[src/logic/mes_pkg.sv]
// package of constants and register map for the motor error supervisor
package mes_pkg;
  localparam int CLK_HZ = 25000000;
  localparam int UPTIME_TICK_US = 1000; // up-time counts milliseconds
  localparam int UPTIME_TICK_CYC = (CLK_HZ / 1000000) * UPTIME_TICK_US;
  localparam logic [31:0] UPTIME_WRAP_MS = 32'hFFFFFFFF; // 49.7 days in ms
  localparam logic [7:0] BAUD_SYNC_BYTE = 8'hAA;
  localparam logic signed [15:0] SPEED_FULL = 16'sh0C80; // 3200
  localparam logic [15:0] NEUTRAL_LIMIT = 16'h0100; // 8 % of 3200
  // register byte offsets
  localparam logic [7:0] REG_CTRL = 8'h00;
  localparam logic [7:0] REG_STATUS = 8'h04;
  localparam logic [7:0] REG_UPTIME = 8'h08;
  localparam logic [7:0] REG_BAUD = 8'h0C;
  localparam logic [7:0] REG_PERIOD = 8'h10;
  localparam logic [7:0] REG_TEMP_LIMIT = 8'h14;
  localparam logic [7:0] REG_TIMEOUT = 8'h18;
  localparam logic [7:0] REG_CMD = 8'h1C;
  localparam logic [7:0] REG_SPEED = 8'h20;
  localparam logic [7:0] REG_CNT_SAFE = 8'h24;
  localparam logic [7:0] REG_CNT_CHAN = 8'h28;
  localparam logic [7:0] REG_CNT_TMO = 8'h2C;
  localparam logic [7:0] REG_CNT_TEMP = 8'h30;
  // ctrl fields
  localparam int CTRL_SAFE_EN = 0;
  localparam int CTRL_MODE_LO = 1; // two bits: mode
  localparam int CTRL_LIMIT_REQ = 3; // channel one used as limit/kill switch
  localparam logic [31:0] CTRL_RESET = 32'h00000001;
  localparam logic [1:0] MODE_SERIAL = 2'h0;
  localparam logic [1:0] MODE_ANALOG = 2'h1;
  localparam logic [1:0] MODE_PULSE = 2'h2;
  // command bits
  localparam int CMD_RESUME = 0;
  localparam int CMD_CLR_COUNTS = 1;
  localparam logic [11:0] TEMP_LIMIT_RESET = 12'h320;
endpackage : mes_pkg

[src/logic/mes_supervisor.sv]
// motor error supervisor: error decisions, status readings and apb registers
// Contract
// - up-time counter runs from reset and wraps to zero at 49.7 days
// - after reset baud detection runs; baud reads invalid until locked
// - host sends 0xAA; its bit time locks and reports the baud
// - pulse input one period is measured; invalid channel reports not available
// - temperature above configurable threshold stops the motor
// - manual speed accepted only in serial mode with no stopping error
// - fault output high exactly while any error stops the motor
// - each error has an occurrence counter, clearable on request
// - safe start is enabled after reset, can be disabled
// - serial mode with safe start: other stopping error raises safe-start violation
// - serial mode: violation latched until others gone and resume issued
// - analog/pulse mode: violation when stopped and inputs not neutral
// - analog/pulse mode: violation clears when summed input magnitude below 8 %
// - required channel invalid raises a stopping error
// - channel invalid when disconnected or outside configured range
// - channel required if it sets speed or is a limit/kill switch
// - default configuration leaves no channel required
// - serial mode: timeout error when no valid command for configured period
// - speeds and scaled inputs are signed values from -3200 to 3200
// - valid serial command, usb set-speed or exit safe start clears timeout
// - timeout disabled after reset; active only with non-zero value
`timescale 1ns/1ns
module mes_supervisor #(
  parameter int TICK_CYC = mes_pkg::UPTIME_TICK_CYC // cycles per millisecond
) (
  input wire logic pclk, // 25 MHz clock
  input wire logic presetn, // async reset, active low
  input wire logic psel, // apb select
  input wire logic penable, // apb enable
  input wire logic pwrite, // apb direction
  input wire logic [7:0] paddr, // apb byte address
  input wire logic [31:0] pwdata, // apb write data
  output logic [31:0] prdata, // apb read data
  output logic pready, // apb ready
  output logic pslverr, // apb error on unmapped address
  input wire logic rx_pin, // serial receive line
  input wire logic pulse_input_one, // pulse input channel one
  input wire logic valid_cmd, // one-cycle pulse: valid serial/usb command
  input wire logic [15:0] scaled_one, // signed scaled value of channel one
  input wire logic [15:0] scaled_two, // signed scaled value of channel two
  input wire logic [1:0] chan_disc, // channel disconnected flags
  input wire logic [1:0] chan_range_bad, // channel outside error range flags
  input wire logic [11:0] temp_reading, // board temperature reading
  input wire logic [15:0] target_speed, // signed target from input source
  output logic [15:0] applied_speed, // signed applied motor speed
  output logic fault // error stopping the motor, drives red lamp
);
  typedef enum logic [2:0] {
    MES_IDLE = 3'b001,
    MES_START = 3'b010,
    MES_LOCK = 3'b100
  } mes_baud_e;
  typedef struct packed {
    logic rx_s1, rx_s2, rx_prev;
    logic pi_s1, pi_s2, pi_prev;
    mes_baud_e bstate;
    logic [19:0] bcnt;
    logic [19:0] bit_cyc;
    logic baud_ok;
    logic [23:0] pcnt;
    logic [23:0] period;
    logic [15:0] tick;
    logic [31:0] uptime;
    logic [31:0] ctrl;
    logic [11:0] temp_limit;
    logic [31:0] timeout_ms;
    logic [31:0] idle_ms;
    logic tmo_err;
    logic safe_err;
    logic [3:0] err_prev;
    logic [31:0] cnt_safe, cnt_chan, cnt_tmo, cnt_temp;
    logic [15:0] manual_speed;
    logic [15:0] speed_out;
    logic [31:0] rdata;
  } mes_state_s;
  mes_state_s r, n;
  logic [1:0] mode;
  logic serial_mode, chan_req_one, chan_inv_one, chan_inv_two, req_one, req_two;
  logic chan_err, temp_err, others, stop, neutral, wr, rd, mapped, resume, clr_counts;
  logic [15:0] abs_one, abs_two;
  logic [16:0] abs_sum;
  logic [3:0] err_now;
  function automatic logic [15:0] mes_abs(input logic [15:0] v);
    mes_abs = v[15] ? 16'(-v) : v;
  endfunction : mes_abs
  // decode of configuration and error conditions
  always_comb begin
    mode = r.ctrl[mes_pkg::CTRL_MODE_LO +: 2];
    serial_mode = (mode == mes_pkg::MODE_SERIAL);
    chan_inv_one = chan_disc[0] | chan_range_bad[0];
    chan_inv_two = chan_disc[1] | chan_range_bad[1];
    // serial mode sets speed from commands, so default config has nothing required
    req_one = !serial_mode | r.ctrl[mes_pkg::CTRL_LIMIT_REQ];
    req_two = (mode == mes_pkg::MODE_ANALOG);
    chan_req_one = req_one;
    chan_err = (chan_req_one & chan_inv_one) | (req_two & chan_inv_two);
    temp_err = temp_reading > r.temp_limit;
    others = chan_err | temp_err | r.tmo_err;
    // neutral test sums magnitudes; channel two only counts where it sets speed
    abs_one = mes_abs(scaled_one);
    abs_two = req_two ? mes_abs(scaled_two) : 16'h0000;
    abs_sum = {1'b0, abs_one} + {1'b0, abs_two};
    neutral = abs_sum < {1'b0, mes_pkg::NEUTRAL_LIMIT};
    stop = others | r.safe_err;
    // apb strobes; reads decode in setup so the access phase needs no wait state
    wr = psel & penable & pwrite;
    rd = psel & !pwrite;
    mapped = (paddr[1:0] == 2'h0) && (paddr <= mes_pkg::REG_CNT_TEMP);
    resume = wr && paddr == mes_pkg::REG_CMD && pwdata[mes_pkg::CMD_RESUME];
    clr_counts = wr && paddr == mes_pkg::REG_CMD && pwdata[mes_pkg::CMD_CLR_COUNTS];
    err_now = {temp_err, r.tmo_err, chan_err, r.safe_err};
  end
  assign fault = stop;
  assign applied_speed = r.speed_out;
  assign prdata = r.rdata;
  assign pready = 1'b1;
  assign pslverr = psel & penable & !mapped;
  // next-state logic for all state
  always_comb begin
    n = r;
    n.rx_s1 = rx_pin;
    n.rx_s2 = r.rx_s1;
    n.rx_prev = r.rx_s2;
    n.pi_s1 = pulse_input_one;
    n.pi_s2 = r.pi_s1;
    n.pi_prev = r.pi_s2;
    // up-time in ms, natural 32-bit wrap is the 49.7 day rollover
    if (r.tick == 16'(TICK_CYC - 1)) begin
      n.tick = 16'h0000;
      n.uptime = r.uptime + 32'h00000001;
    end else begin
      n.tick = r.tick + 16'h0001;
    end
    // baud lock: start bit and bit 0 of 0xAA are both low, so the first low pulse
    // spans two bit times and half of its length is the bit time
    case (r.bstate)
      MES_IDLE: begin
        if (r.rx_prev && !r.rx_s2) begin
          n.bstate = MES_START;
          n.bcnt = 20'h00001;
        end
      end
      MES_START: begin
        if (r.rx_s2) begin
          n.bit_cyc = {1'b0, r.bcnt[19:1]};
          n.baud_ok = 1'b1;
          n.bstate = MES_LOCK;
        end else begin
          n.bcnt = r.bcnt + 20'h00001;
        end
      end
      MES_LOCK: n.bstate = MES_LOCK;
      default: n.bstate = MES_IDLE;
    endcase
    // period between rising edges of pulse input one
    n.pcnt = (r.pcnt == 24'hFFFFFF) ? r.pcnt : r.pcnt + 24'h000001;
    if (r.pi_s2 && !r.pi_prev) begin
      n.period = r.pcnt;
      n.pcnt = 24'h000001;
    end
    // command timeout, counted in ms ticks
    if (valid_cmd || resume) begin
      n.idle_ms = 32'h00000000;
      n.tmo_err = 1'b0;
    end else if (r.tick == 16'(TICK_CYC - 1) && r.idle_ms != 32'hFFFFFFFF) begin
      n.idle_ms = r.idle_ms + 32'h00000001;
    end
    if (serial_mode && r.timeout_ms != 32'h00000000 && r.idle_ms >= r.timeout_ms &&
        !valid_cmd && !resume) begin
      n.tmo_err = 1'b1;
    end
    // other modes take speed from live inputs, so a host silence means nothing there
    if (!serial_mode) begin
      n.tmo_err = 1'b0;
    end
    // safe start violation
    if (!r.ctrl[mes_pkg::CTRL_SAFE_EN]) begin
      n.safe_err = 1'b0;
    end else if (serial_mode) begin
      if (others) begin
        n.safe_err = 1'b1;
      end else if (resume) begin
        n.safe_err = 1'b0;
      end
    end else begin
      if (others && !neutral) begin
        n.safe_err = 1'b1;
      end else if (neutral) begin
        n.safe_err = 1'b0;
      end
    end
    // occurrence counters count rising edges; a new event beats a clear
    n.err_prev = err_now;
    if (clr_counts) begin
      n.cnt_safe = 32'h00000000;
      n.cnt_chan = 32'h00000000;
      n.cnt_tmo = 32'h00000000;
      n.cnt_temp = 32'h00000000;
    end
    if (err_now[0] && !r.err_prev[0]) n.cnt_safe = (clr_counts ? 32'h0 : r.cnt_safe) + 32'h1;
    if (err_now[1] && !r.err_prev[1]) n.cnt_chan = (clr_counts ? 32'h0 : r.cnt_chan) + 32'h1;
    if (err_now[2] && !r.err_prev[2]) n.cnt_tmo = (clr_counts ? 32'h0 : r.cnt_tmo) + 32'h1;
    if (err_now[3] && !r.err_prev[3]) n.cnt_temp = (clr_counts ? 32'h0 : r.cnt_temp) + 32'h1;
    // register writes
    if (wr) begin
      case (paddr)
        mes_pkg::REG_CTRL: n.ctrl = {28'h0, pwdata[3:0]};
        mes_pkg::REG_TEMP_LIMIT: n.temp_limit = pwdata[11:0];
        mes_pkg::REG_TIMEOUT: n.timeout_ms = pwdata;
        mes_pkg::REG_SPEED: begin
          if (serial_mode && !stop) begin
            n.manual_speed = pwdata[15:0];
          end
        end
        default: n.ctrl = n.ctrl;
      endcase
    end
    // a stopping error also drops any stored manual speed so no restart surprise
    if (stop) begin
      n.manual_speed = 16'h0000;
    end
    // applied speed
    if (stop) begin
      n.speed_out = 16'h0000;
    end else begin
      n.speed_out = serial_mode ? r.manual_speed : target_speed;
    end
    // read data captured in setup phase, stable through the access phase
    // zero wait states: the word is in place one cycle before the master takes it
    if (rd && !penable) begin
      case (paddr)
        mes_pkg::REG_CTRL: n.rdata = r.ctrl;
        mes_pkg::REG_STATUS: n.rdata = {24'h0, r.baud_ok, chan_err, temp_err,
                                        r.tmo_err, r.safe_err, stop, 2'h0};
        mes_pkg::REG_UPTIME: n.rdata = r.uptime;
        mes_pkg::REG_BAUD: n.rdata = r.baud_ok ? {12'h0, r.bit_cyc} : 32'h0;
        mes_pkg::REG_PERIOD: n.rdata = chan_inv_one ? 32'h0 : {8'h0, r.period};
        mes_pkg::REG_TEMP_LIMIT: n.rdata = {20'h0, r.temp_limit};
        mes_pkg::REG_TIMEOUT: n.rdata = r.timeout_ms;
        mes_pkg::REG_SPEED: n.rdata = {16'h0, r.speed_out};
        mes_pkg::REG_CNT_SAFE: n.rdata = r.cnt_safe;
        mes_pkg::REG_CNT_CHAN: n.rdata = r.cnt_chan;
        mes_pkg::REG_CNT_TMO: n.rdata = r.cnt_tmo;
        mes_pkg::REG_CNT_TEMP: n.rdata = r.cnt_temp;
        default: n.rdata = 32'h0;
      endcase
    end
  end
  // state register
  // rx sync flops reset high like the idle line, so no false start edge follows reset
  always_ff @(posedge pclk or negedge presetn) begin
    if (!presetn) begin
      r <= '0;
      r.rx_s1 <= 1'b1;
      r.rx_s2 <= 1'b1;
      r.rx_prev <= 1'b1;
      r.bstate <= MES_IDLE;
      r.ctrl <= mes_pkg::CTRL_RESET;
      r.temp_limit <= mes_pkg::TEMP_LIMIT_RESET;
    end else begin
      r <= n;
    end
  end
  // checks
  property p_fault_temp;
    @(posedge pclk) disable iff (!presetn) temp_reading > r.temp_limit |-> fault;
  endproperty
  a_fault_temp: assert property (p_fault_temp) else $error("over-temp without fault");
  property p_stop_zero;
    @(posedge pclk) disable iff (!presetn) fault |=> (applied_speed == 16'h0000) || !$past(fault);
  endproperty
  a_stop_zero: assert property (p_stop_zero) else $error("speed not zero in fault");
  property p_baud_na;
    @(posedge pclk) disable iff (!presetn) !r.baud_ok |-> r.bstate != MES_LOCK;
  endproperty
  a_baud_na: assert property (p_baud_na) else $error("baud locked flag mismatch");
  property p_chan_err;
    @(posedge pclk) disable iff (!presetn) (req_one && chan_inv_one) |-> fault;
  endproperty
  a_chan_err: assert property (p_chan_err) else $error("required channel invalid missed");
  property p_safe_serial;
    @(posedge pclk) disable iff (!presetn)
      (serial_mode && r.ctrl[0] && others) |=> r.safe_err;
  endproperty
  a_safe_serial: assert property (p_safe_serial) else $error("safe start not raised");
  property p_safe_hold;
    @(posedge pclk) disable iff (!presetn)
      (serial_mode && r.safe_err && !resume && r.ctrl[0] && $stable(r.ctrl)) |=> r.safe_err;
  endproperty
  a_safe_hold: assert property (p_safe_hold) else $error("safe start dropped early");
  property p_tmo_off;
    @(posedge pclk) disable iff (!presetn) r.timeout_ms == 32'h0 |=> !$rose(r.tmo_err);
  endproperty
  a_tmo_off: assert property (p_tmo_off) else $error("timeout with zero period");
  property p_tmo_clear;
    @(posedge pclk) disable iff (!presetn) valid_cmd |=> !r.tmo_err;
  endproperty
  a_tmo_clear: assert property (p_tmo_clear) else $error("command did not clear timeout");
  property p_uptime;
    @(posedge pclk) disable iff (!presetn)
      r.tick == 16'(TICK_CYC - 1) |=> r.uptime == $past(r.uptime) + 32'h1;
  endproperty
  a_uptime: assert property (p_uptime) else $error("uptime not advanced");
  // receiver, status readings and manual speed
  property p_lock_set;
    @(posedge pclk) disable iff (!presetn)
      (r.bstate == MES_START && r.rx_s2) |=> r.baud_ok;
  endproperty
  a_lock_set: assert property (p_lock_set) else $error("baud lock not flagged");
  property p_lock_once;
    @(posedge pclk) disable iff (!presetn)
      r.bstate == MES_LOCK |=> $stable(r.bit_cyc) && r.baud_ok;
  endproperty
  a_lock_once: assert property (p_lock_once) else $error("locked bit time moved");
  property p_period_na;
    @(posedge pclk) disable iff (!presetn)
      (rd && !penable && paddr == mes_pkg::REG_PERIOD && chan_inv_one) |=> prdata == 32'h00000000;
  endproperty
  a_period_na: assert property (p_period_na) else $error("period shown for invalid input");
  property p_speed_stop;
    @(posedge pclk) disable iff (!presetn)
      (wr && paddr == mes_pkg::REG_SPEED && stop) |=> r.manual_speed == 16'h0000;
  endproperty
  a_speed_stop: assert property (p_speed_stop) else $error("manual speed taken in fault");
  // error counters and safe start
  property p_cnt_temp;
    @(posedge pclk) disable iff (!presetn)
      (temp_err && !r.err_prev[3]) |=>
      r.cnt_temp == ($past(clr_counts) ? 32'h00000001 : $past(r.cnt_temp) + 32'h00000001);
  endproperty
  a_cnt_temp: assert property (p_cnt_temp) else $error("over-temp not counted");
  property p_cnt_clear;
    @(posedge pclk) disable iff (!presetn)
      (clr_counts && err_now == 4'h0) |=> (r.cnt_safe | r.cnt_chan | r.cnt_tmo | r.cnt_temp) == 32'h0;
  endproperty
  a_cnt_clear: assert property (p_cnt_clear) else $error("counters not cleared");
  property p_safe_off;
    @(posedge pclk) disable iff (!presetn)
      !r.ctrl[mes_pkg::CTRL_SAFE_EN] |=> !r.safe_err;
  endproperty
  a_safe_off: assert property (p_safe_off) else $error("safe start while disabled");
  property p_resume_clr;
    @(posedge pclk) disable iff (!presetn)
      (serial_mode && resume && !others) |=> !r.safe_err;
  endproperty
  a_resume_clr: assert property (p_resume_clr) else $error("resume did not clear");
  property p_safe_analog;
    @(posedge pclk) disable iff (!presetn)
      (!serial_mode && r.ctrl[mes_pkg::CTRL_SAFE_EN] && others && !neutral) |=> r.safe_err;
  endproperty
  a_safe_analog: assert property (p_safe_analog) else $error("input safe start missed");
  property p_neutral_clr;
    @(posedge pclk) disable iff (!presetn)
      (!serial_mode && neutral) |=> !r.safe_err;
  endproperty
  a_neutral_clr: assert property (p_neutral_clr) else $error("neutral did not clear");
  // channel and timeout errors
  property p_chan_two;
    @(posedge pclk) disable iff (!presetn)
      (mode == mes_pkg::MODE_ANALOG && chan_inv_two) |-> fault;
  endproperty
  a_chan_two: assert property (p_chan_two) else $error("channel two not required");
  property p_default_free;
    @(posedge pclk) disable iff (!presetn)
      (serial_mode && !r.ctrl[mes_pkg::CTRL_LIMIT_REQ]) |-> !chan_err;
  endproperty
  a_default_free: assert property (p_default_free) else $error("channel required in serial");
  property p_tmo_set;
    @(posedge pclk) disable iff (!presetn)
      (serial_mode && r.timeout_ms != 32'h00000000 && r.idle_ms >= r.timeout_ms &&
       !valid_cmd && !resume) |=> r.tmo_err;
  endproperty
  a_tmo_set: assert property (p_tmo_set) else $error("timeout not raised");
  c_lock: cover property (@(posedge pclk) disable iff (!presetn) $rose(r.baud_ok));
  c_tmo: cover property (@(posedge pclk) disable iff (!presetn) $rose(r.tmo_err));
  c_resume: cover property (@(posedge pclk) disable iff (!presetn) $fell(r.safe_err));
  c_neutral: cover property (@(posedge pclk) disable iff (!presetn)
    !serial_mode && $fell(r.safe_err));
  c_period: cover property (@(posedge pclk) disable iff (!presetn) r.pi_s2 && !r.pi_prev);
endmodule : mes_supervisor

[config.mk]
export PLATFORM = sky130hd
export DESIGN_NAME = mes_supervisor
export DESIGN_NICKNAME = d
export VERILOG_FILES = /design/src/logic/mes_pkg.sv /design/src/logic/mes_supervisor.sv
export SDC_FILE = /design/constraint.sdc
export NUM_CORES = 1
export LEC_CHECK = 0
export ABC_CLOCK_PERIOD_IN_PS = 2800
export BUFFER_PORTS_ARGS = -buffer_cell sky130_fd_sc_hd__buf_2
export CAP_MARGIN = 20
export CORE_MARGIN = 1.5
export CORE_UTILIZATION = 55
export DETAILED_ROUTE_END_ITERATION = 7
export GPL_TIMING_DRIVEN = 0
export PLACE_DENSITY_LB_ADDON = 0.25
export REMOVE_ABC_BUFFERS = 1
export SETUP_SLACK_MARGIN = 0.05
export SLEW_MARGIN = 15
export SYNTH_ARGS = -nofsm -noshare
export SYNTH_HDL_FRONTEND = slang
export SYNTH_SLANG_ARGS = --single-unit
[constraint.sdc]
create_clock -name pclk -period 2.8 [get_ports pclk]
set_input_delay 0.56 -clock pclk [delete_from_list [all_inputs] [get_ports pclk]]
set_output_delay 0.56 -clock pclk [all_outputs]
set_load 0.05 [all_outputs]
After elaboration in Yosys (flattened, before gate mapping) --
Index checks and enable logic that the tools add are counted.
Storage, ports and cells: bits of input ports 112, register bits 423, word-level logic and storage cells 177
Cells by class: multiplexer cells 40, add/subtract/negate cells 12, reductions and logical operators 54, magnitude comparators 4, equal/unequal tests 26, bitwise operators 13
Operators with widths (number):
- 32-bit one-hot mux with 12 select lines | 1
- 32-bit 2-to-1 mux | 10
- 32-bit by 1-bit adder with 32-bit output, second input constant | 6
- 16-bit 2-to-1 mux | 10
- 128-bit 2-to-1 mux | 1
- 24-bit 2-to-1 mux | 2
- 48-bit 2-to-1 mux | 1
- 8-bit by 6-bit equality test with 1-bit output, second input constant | 5
- 20-bit one-hot mux with 2 select lines | 1
- 8-bit by 5-bit equality test with 1-bit output, second input constant | 4
- 32-bit >= comparator | 1
- 32-bit inequality test, second input constant | 1
- 16-bit negator | 2
- 32-bit nonzero test | 1
- 24-bit by 1-bit adder with 24-bit output, second input constant | 1
- 24-bit equality test, second input constant | 1
- 23-bit 2-to-1 mux | 1
- 20-bit by 1-bit adder with 20-bit output, second input constant | 1
- 20-bit 2-to-1 mux | 1
- 19-bit 2-to-1 mux | 1
- 1-bit logical AND | 18
- 2-bit nonzero test | 9
- 16-bit by 16-bit adder with 17-bit output | 1
- 17-bit by 9-bit less-than comparator with 1-bit output, second input constant | 1
- other kinds (26) | 68

Logic depth before layout (Yosys ltp) --
Gate-level depths: netlist (run 1).
depth after elaboration 14, gate-level depth with buffers 15

Worst setup path before layout (run 1) --
No wires, ideal clock.
path type input-to-reg, start point input scaled_two[1], end point register r (netlist bit err_now[0]), setup time 134 ps, cell stages on the path 14, data arrival time 3542 ps, path slack -876 ps, cells stage by stage or3_1 nand2b_1 or4_1 nand2_1 xor2_1 nor2_1 ha_1 and3_1 a2111oi_0 a21oi_1 a2111oi_0 o311a_1 o211a_1 a31oi_1
Between the ends: cells in the longest elaborated chain, start to end 10, elaborated cells on any way between the ends 12
Ends and longest elaborated chain:
- start, declared | RTL line mes_supervisor.sv:42 | input wire logic [15:0] scaled_two,
- 16-bit negator | RTL line mes_supervisor.sv:86 | mes_abs = v[15] ? 16'(-v) : v;
- 16-bit 2-to-1 mux (*) | RTL line mes_supervisor.sv:86
- 16-bit 2-to-1 mux (*) | RTL line mes_supervisor.sv:103 | abs_two = req_two ? mes_abs(scaled_two) : 16'h0000;
- 16-bit by 16-bit adder with 17-bit output (*) | RTL line mes_supervisor.sv:104 | abs_sum = {1'b0, abs_one} + {1'b0, abs_two};
- 17-bit by 9-bit less-than comparator with 1-bit output (*) | RTL line mes_supervisor.sv:105 | neutral = abs_sum < {1'b0, mes_pkg::NEUTRAL_LIMIT};
- 1-bit zero test | RTL line mes_supervisor.sv:188 | if (others && !neutral) begin
- 1-bit logical AND | RTL line mes_supervisor.sv:188
- 1-bit 2-to-1 mux | RTL line mes_supervisor.sv:188
- 1-bit 2-to-1 mux | RTL line mes_supervisor.sv:181 | end else if (serial_mode) begin
- 1-bit 2-to-1 mux | RTL line mes_supervisor.sv:179 | if (!r.ctrl[mes_pkg::CTRL_SAFE_EN]) begin
- end signal, assigned | RTL line mes_supervisor.sv:263 | r <= n;
- end, declared | RTL line mes_supervisor.sv:78 | mes_state_s r, n;
Every way passes the cells marked *; elsewhere a longest branch is shown, timed or not. A chain may end at the register's enable or synchronous reset.

Worst setup path after layout (run 1) --
start point register r[267] in the netlist's numbering, end point output fault
Between the ends: cells in the longest elaborated chain, start to end 4
Ends and longest elaborated chain:
- 12-bit greater-than comparator | RTL line mes_supervisor.sv:99 | temp_err = temp_reading > r.temp_limit;
- named net err_now[3] | RTL line mes_supervisor.sv:84 | logic [3:0] err_now;
- 1-bit OR (2 in series) | RTL line mes_supervisor.sv:100 | others = chan_err | temp_err | r.tmo_err;
- 1-bit OR | RTL line mes_supervisor.sv:106 | stop = others | r.safe_err;
- end, declared | RTL line mes_supervisor.sv:48 | output logic fault
The timed path passes the listed nets, and every way through them passes these cells.

==> metrics.txt, run 1 <==
Min Clock Period, post-route 3.46 ns; clock root cell clkbuf_16; maximum VDD drop 0.484 mV; CORE AREA 40800 µm²; Crit Path Max Fanout 2; most common cell in the netlist dfrtp_1; DR vias 19300; fraction of registers with async set or reset after synthesis 100%; WP data required 2.24 ns; critical path type reg2out; Largest delay share family, worst path compound AO/OA/AOI/OAI gates; GR Util All Layers about a third; YS warnings 0; Seq cells post-synth 423; Synth area leaders dfrtp_1, xor2_1, nor2_1; Slowest-stage cell, CP dfstp_2; outcome finished, violations left; Commonest cells post-synth dfrtp_1, nor2_1, nand2_1, xor2_1, o21ai_0; worst hold path stage count 1; starting density of the core 55.8%; # DRC 0; # setup viols final 36; Seq/Total Area, Yosys 46.5%; fin area 26900 µm²; Post-Syn Area 22800 µm²; reg-to-reg critical path endpoint r[86]; Critical Path Start r[267]; clock sinks 423; FMAX 289 MHz; Die H between 200 and 250 µm; startpoint types flop; post-route setup slack -0.663 ns; top_reg_cell synth dfrtp_1; Mean Syn Cell Area 9.50 µm²; DR pass1 iterations 7; vias in the first global route 19000; Slew Limit Headroom between 20% and 30%; DR iter-0 viols slightly below 2000; largest net degree at the start of global routing 106; Routed Antenna Nets 0; RSZ-0062 raised after global routing yes; row count 74; TritonCTS clock tree done; synth-to-layout area growth 17.8%; DP Worst Slack -1.90 ns; crit path DAT 2.90 ns; initial antenna violation count 2; CTS Buffer Depth 3; crit-path cells inv_2 > ha_4 > a21o_1 > a21o_1 > a21oi_4 > o21a_1 > a21oi_4 > or4_4 > buf_8; Port Buffer Count approximately 160; Hold WC Path Type in2reg; reg2reg path depth 11; top cell type's share of synthesized area 45.6%; Die Area ~43000 µm²; Clock Skew 0.0197 ns; crit path capture type primary output; violated checks negative setup slack; Worst Path Buf+Inv 2; leading area contributor after synthesis dfrtp_1; Layout Nets 2739; die width 207 µm; I/O Pins 163; post-synthesis cell count 2398; Unique masters post-synth 72; Vias per Instance 6.19; placer congestion estimate 0.903; CTS Buf Count 45; HPWL after detailed placement 47800 µm; CTS H-tree depth 2; Leakage ~12 nW; min-delay src rx_pin; Slowest Stage Delay on Critical Path 0.54 ns; worst hold endpoint n[450]; Final Max Tran Viols 0; number of synthesized flops with an enable pin 0; gr ovfl total 0; Fin. Hold Viols 0; Worst R2R Setup Slack -0.36 ns; max cap viols 0; CTS clk-pin slew, worst paths approximately 0.060 ns; period utilization 124%; first-pass GRT wire length between 100000 and 150000 µm; power density over the cells 543 nW/µm²; Worst-Margin Slew 1.12 ns; fraction of layout cells with a size suffix above 1 19.9%; Routed WL per cell between 20 and 25 µm; Cell Area, Placed 24100 µm²; Clock Latency Late Sink 0.59 ns; Final Routed Wirelength 67900 µm; RR Startpoint r[267]
what timing repair did:
| action | in CTS | in global routing |
|---|---|---|
| gates resized for setup | 76 | 59 |
| setup endpoints to repair | 256 | 119 |
| pin swaps | 34 | 25 |
| hold buffers | 1 | 0 |
| gates cloned | 3 | 1 |
| hold endpoints to repair | 53 | 0 |
| setup buffers | 37 | 24 |
how the worst max path moves through the flow:
stage	cells past startpoint	end	slack [ns]
2_1_floorplan	5	prdata[2]	-2.27
3_3_place_gp	1	r[255]	-7.21
5_1_grt	9	fault	-0.71
3_5_place_dp	11	r[76]	-1.90
6_report	9	fault	-0.66
4_1_cts	9	fault	-0.70
per-stage QoR:
step / utilization [%] / TNS, ns / instances / total power [W] / hold WS [ns]
after floorplan: - / -215.73 / 2252 / 0.00746 / 0.264
after global placement: 57.6 / -3793.16 / 2945 / 0.00800 / 0.343
after detailed placement: 59.0 / -250.74 / 2978 / 0.00808 / 0.340
after CTS: 64.6 / -10.25 / 3102 / 0.0145 / 0.0553
after global routing: 65.8 / -10.87 / 3125 / 0.0150 / 0.0661
final: 65.8 / -7.88 / 3126 / 0.0146 / 0.0707
routing by layer:
layer / global-route usage [%] / share of wire, % / vias to the layer above
met2: 51.0 / 47 / 785
met4: 14.8 / 4.8 / 0
met3: 5.35 / 7.9 / 204
li1: - / - / 8752
met5: 0 / 0 / -
met1: 42.9 / 40 / 9603
state kept, by name (all words and copies together), names as in the netlist:
signal,cells
r,367
n,4
err_now,2
prdata,32
mode,2
applied_speed,16
power breakdown:
group | switching (W) | leakage (nW) | total, W | internal [W]
sequential | 0.000247 | 5.53 | 0.00659 | 0.00635
combinational | 0.00100 | 5.74 | 0.00153 | 0.000526
clock | 0.00260 | 0.774 | 0.00645 | 0.00385
cell families after synthesis:
kind of cell	synth area share, %
other cells	0.0165
xor+xnor	8.80
flops	46.5
simple gates	20.1
fa+ha+maj	3.84
compound gates	11.3
buf+inv	4.57
mux	4.93
cells in the final DEF (no fill, tap or decap), types with 20 or more instances in the layout:
cell type / instances
a21oi_1: 90
a221oi_1: 41
a22oi_1: 20
a31oi_1: 30
and3_1: 27
and4_1: 23
buf_2: 161
buf_4: 62
clkbuf_16: 45
dfrtp_1: 414
ha_1: 64
inv_1: 80
mux2_2: 66
mux2i_1: 38
nand2_1: 266
nand3_1: 92
nand4_1: 54
nor2_1: 277
nor3_1: 31
o21ai_0: 94
or3_1: 33
xnor2_1: 91
xor2_1: 138
worst register-to-register path, cell delays in order, from the launching register on:
cell and delay [ns]:
dfstp_2 0.54, inv_2 0.05, ha_4 0.26, a21o_1 0.11
a21o_1 0.17, a21oi_4 0.09, o21a_1 0.24, buf_4 0.14
buf_4 0.13, a211oi_1 0.89, a21oi_1 0.17, a31o_2 0.27
final cells by class:
cell class	count	area, µm²
well taps	532	666
fillers	3173	14000
clock inverters	19	299
inverters	82	308
clock buffers	64	1280
multi-input cells	1750	11900
flip-flops and latches	423	10600
diodes	1	2.50
repair buffers	255	1820
Note: power is estimated with default switching activity, not from simulation.
==> inputs of run 2 (changes only) <==
PLACE_DENSITY = 0.77   (was not set)
PLACE_DENSITY_LB_ADDON = not set   (was 0.25)
==> run 2 against run 1 <==
  * The flow still finishes with violations (negative setup slack)
  * Worst setup slack better by 0.054 ns
  * Count of clock-buffer cells in the layout up 8
  * Sequential cell count unchanged
  * Final cell count down 0.26%
  * Maximum frequency up 1.6%
  * Register-to-register slack better by 0.20 ns
  * Final area down 0.22%
  * Die area unchanged
  * Global-route usage down 0.48 points
  * Sequential power about the same
  * Clock skew down 0.0090 ns
  * Largest power group unchanged
  * Highest routed layer unchanged
==> metrics.txt, run 2 (same netlist as run 1, synthesis figures left out) <==
outcome finished, violations left; violated checks negative setup slack; Clock Latency Late Sink 0.58 ns; RR Startpoint mode[1]; RSZ-0062 raised after global routing yes; hold slack 0.0781 ns; Net Sw Frac roughly a quarter; TritonCTS clock tree done; Final Routed Wirelength 67200 µm; DR vias approximately 20000; Worst R2R Setup Slack -0.16 ns; CTS Buffer Depth 3; clock sinks 423; first-pass GRT wire length 104000 µm; DR iter-0 viols approximately 1900; crit path capture type primary output; max reg flops 367; Worst-Margin Slew ~1.1 ns; Hold WC Path Type in2reg; Comb power frac approximately a tenth; max cap viols 0; most common cell after layout, fill and taps aside dfrtp_1; CTS Buf Count 46; worst hold path stage count 1; crit path DAT 2.85 ns; initial antenna violation count 0; Int Power 0.0106 W; Clock Skew around 0.011 ns; CTS clk-pin slew, worst paths 0.06 ns; power density over the cells 537 nW/µm²; DP Worst Slack -1.95 ns; register share of total power between 40% and 50%; I/O Pins 163; DR pass1 iterations 8; # setup viols final 2; Port Buffer Count 161; NetSw 0.00374 W; Die Area 42700 µm²; WP data required 2.24 ns; Largest Register r; post-route setup slack -0.610 ns; # DRC 0; HPWL after detailed placement approximately 47000 µm; die width 207 µm; commonest cells after routing, fill and taps aside dfrtp_1, nor2_1, nand2_1, buf_2, xor2_1; Slew Limit Headroom 27.2%; fraction of layout cells with a size suffix above 1 19.4%; maximum VDD drop between 0.4 and 0.5 mV; placer congestion estimate 0.911; clock root cell clkbuf_16; Leakage about 12 nW; Routed Antenna Nets 0; synth-to-layout area growth 17.6%; final core occ 65.6%; reg-to-reg critical path endpoint err_now[0]; critical path type reg2out; vias in the first global route 18800; FMAX 293 MHz; Routed WL per cell 21.6 µm; CTS H-tree depth 2; Vias per Instance around 6.3; Final Max Tran Viols 0; gr ovfl total 0; GR Util All Layers 31.5%; min-delay src rx_pin; row count 74; Fin. Hold Viols 0; CORE AREA about 40000 µm²; Min Clock Period, post-route roughly 3.4 ns; worst hold endpoint n[450]; reg2reg path depth 10; power share of the clock group a little over two fifths; Layout Nets 2732; largest net degree at the start of global routing 108; Crit Path Max Fanout 16; Die H 207 µm; starting density of the core between 50 and 60%; startpoint types flop; period utilization 122%
[run 2: cell count changes in the layout (fill, tap and decap cells not counted), moves of 4 or more]
cell,change
nor2_1,-4
buf_8,+5
buf_2,-6
buf_6,-5
nor3_1,+5
clkbuf_16,+4
nor3_2,-7
clkbuf_1,+4
[run 2: area by class of cell]
type	count	area (µm²)
inverter	82	308
fill	3114	14000
timing repair buffer	247	1790
clock inverter	10	155
multi-input combinational	1750	11900
antenna	2	5.00
clock buffer	72	1390
sequential	423	10600
tap	532	666
[run 2: worst max-delay path by stage]
stage,start,end,slack [ns],cells past startpoint
2_1_floorplan,penable,prdata[2],-2.27,5
3_3_place_gp,presetn,r[257],-7.16,1
3_5_place_dp,paddr[4],r[144],-1.95,11
4_1_cts,r[271],fault,-0.64,9
5_1_grt,r[271],fault,-0.67,9
6_report,mode[1],fault,-0.61,5
[run 2: power groups by stage]
stage	registers (W)	logic [W]	clock network [W]
after floorplan	0.00687	0.000586	0
after global placement	0.00668	0.00132	0
after detailed placement	0.00669	0.00140	0
after CTS	0.00658	0.00148	0.00634
after global routing	0.00661	0.00165	0.00659
final	0.00659	0.00152	0.00627
[run 2: metal layers]
metal  GRT usage [%]  up-vias  routed length, µm  part of all wire (%)
met5               0        -                  0                     0
met4            14.3        0               3200                   4.8
met3            6.12      208               5520                   8.2
met2            49.7      921              31600                    47
met1            42.2     9662              26900                    40
li1                -     8735                  -                     -
[run 2: timing repair]
action | 4_1_cts | 5_1_grt
endpoints found under the hold margin | 42 | 0
setup buffers | 30 | 23
setup endpoints to repair | 253 | 84
hold buffers | 1 | 0
pin swaps | 35 | 35
gates resized for setup | 88 | 52
gates cloned | 3 | 0
[run 2: critical path, cell delays in order, from the launching register on]
cell and delay (ns):
dfrtp_1 0.59, nand2b_4 0.33, o22a_1 0.38, inv_1 0.19, or4_4 0.59, buf_8 0.18
[run 2: through the flow]
step                cells  power [W]  TNS [ns]  area [µm²]
floorplan            2252    0.00746   -215.73       22100
global placement     2945    0.00800  -3741.64       23500
detailed placement   2977    0.00809   -239.37       24100
CTS                  3093     0.0144     -1.09       26400
global route         3116     0.0149     -1.43       26800
finish               3118     0.0144     -1.08       26800
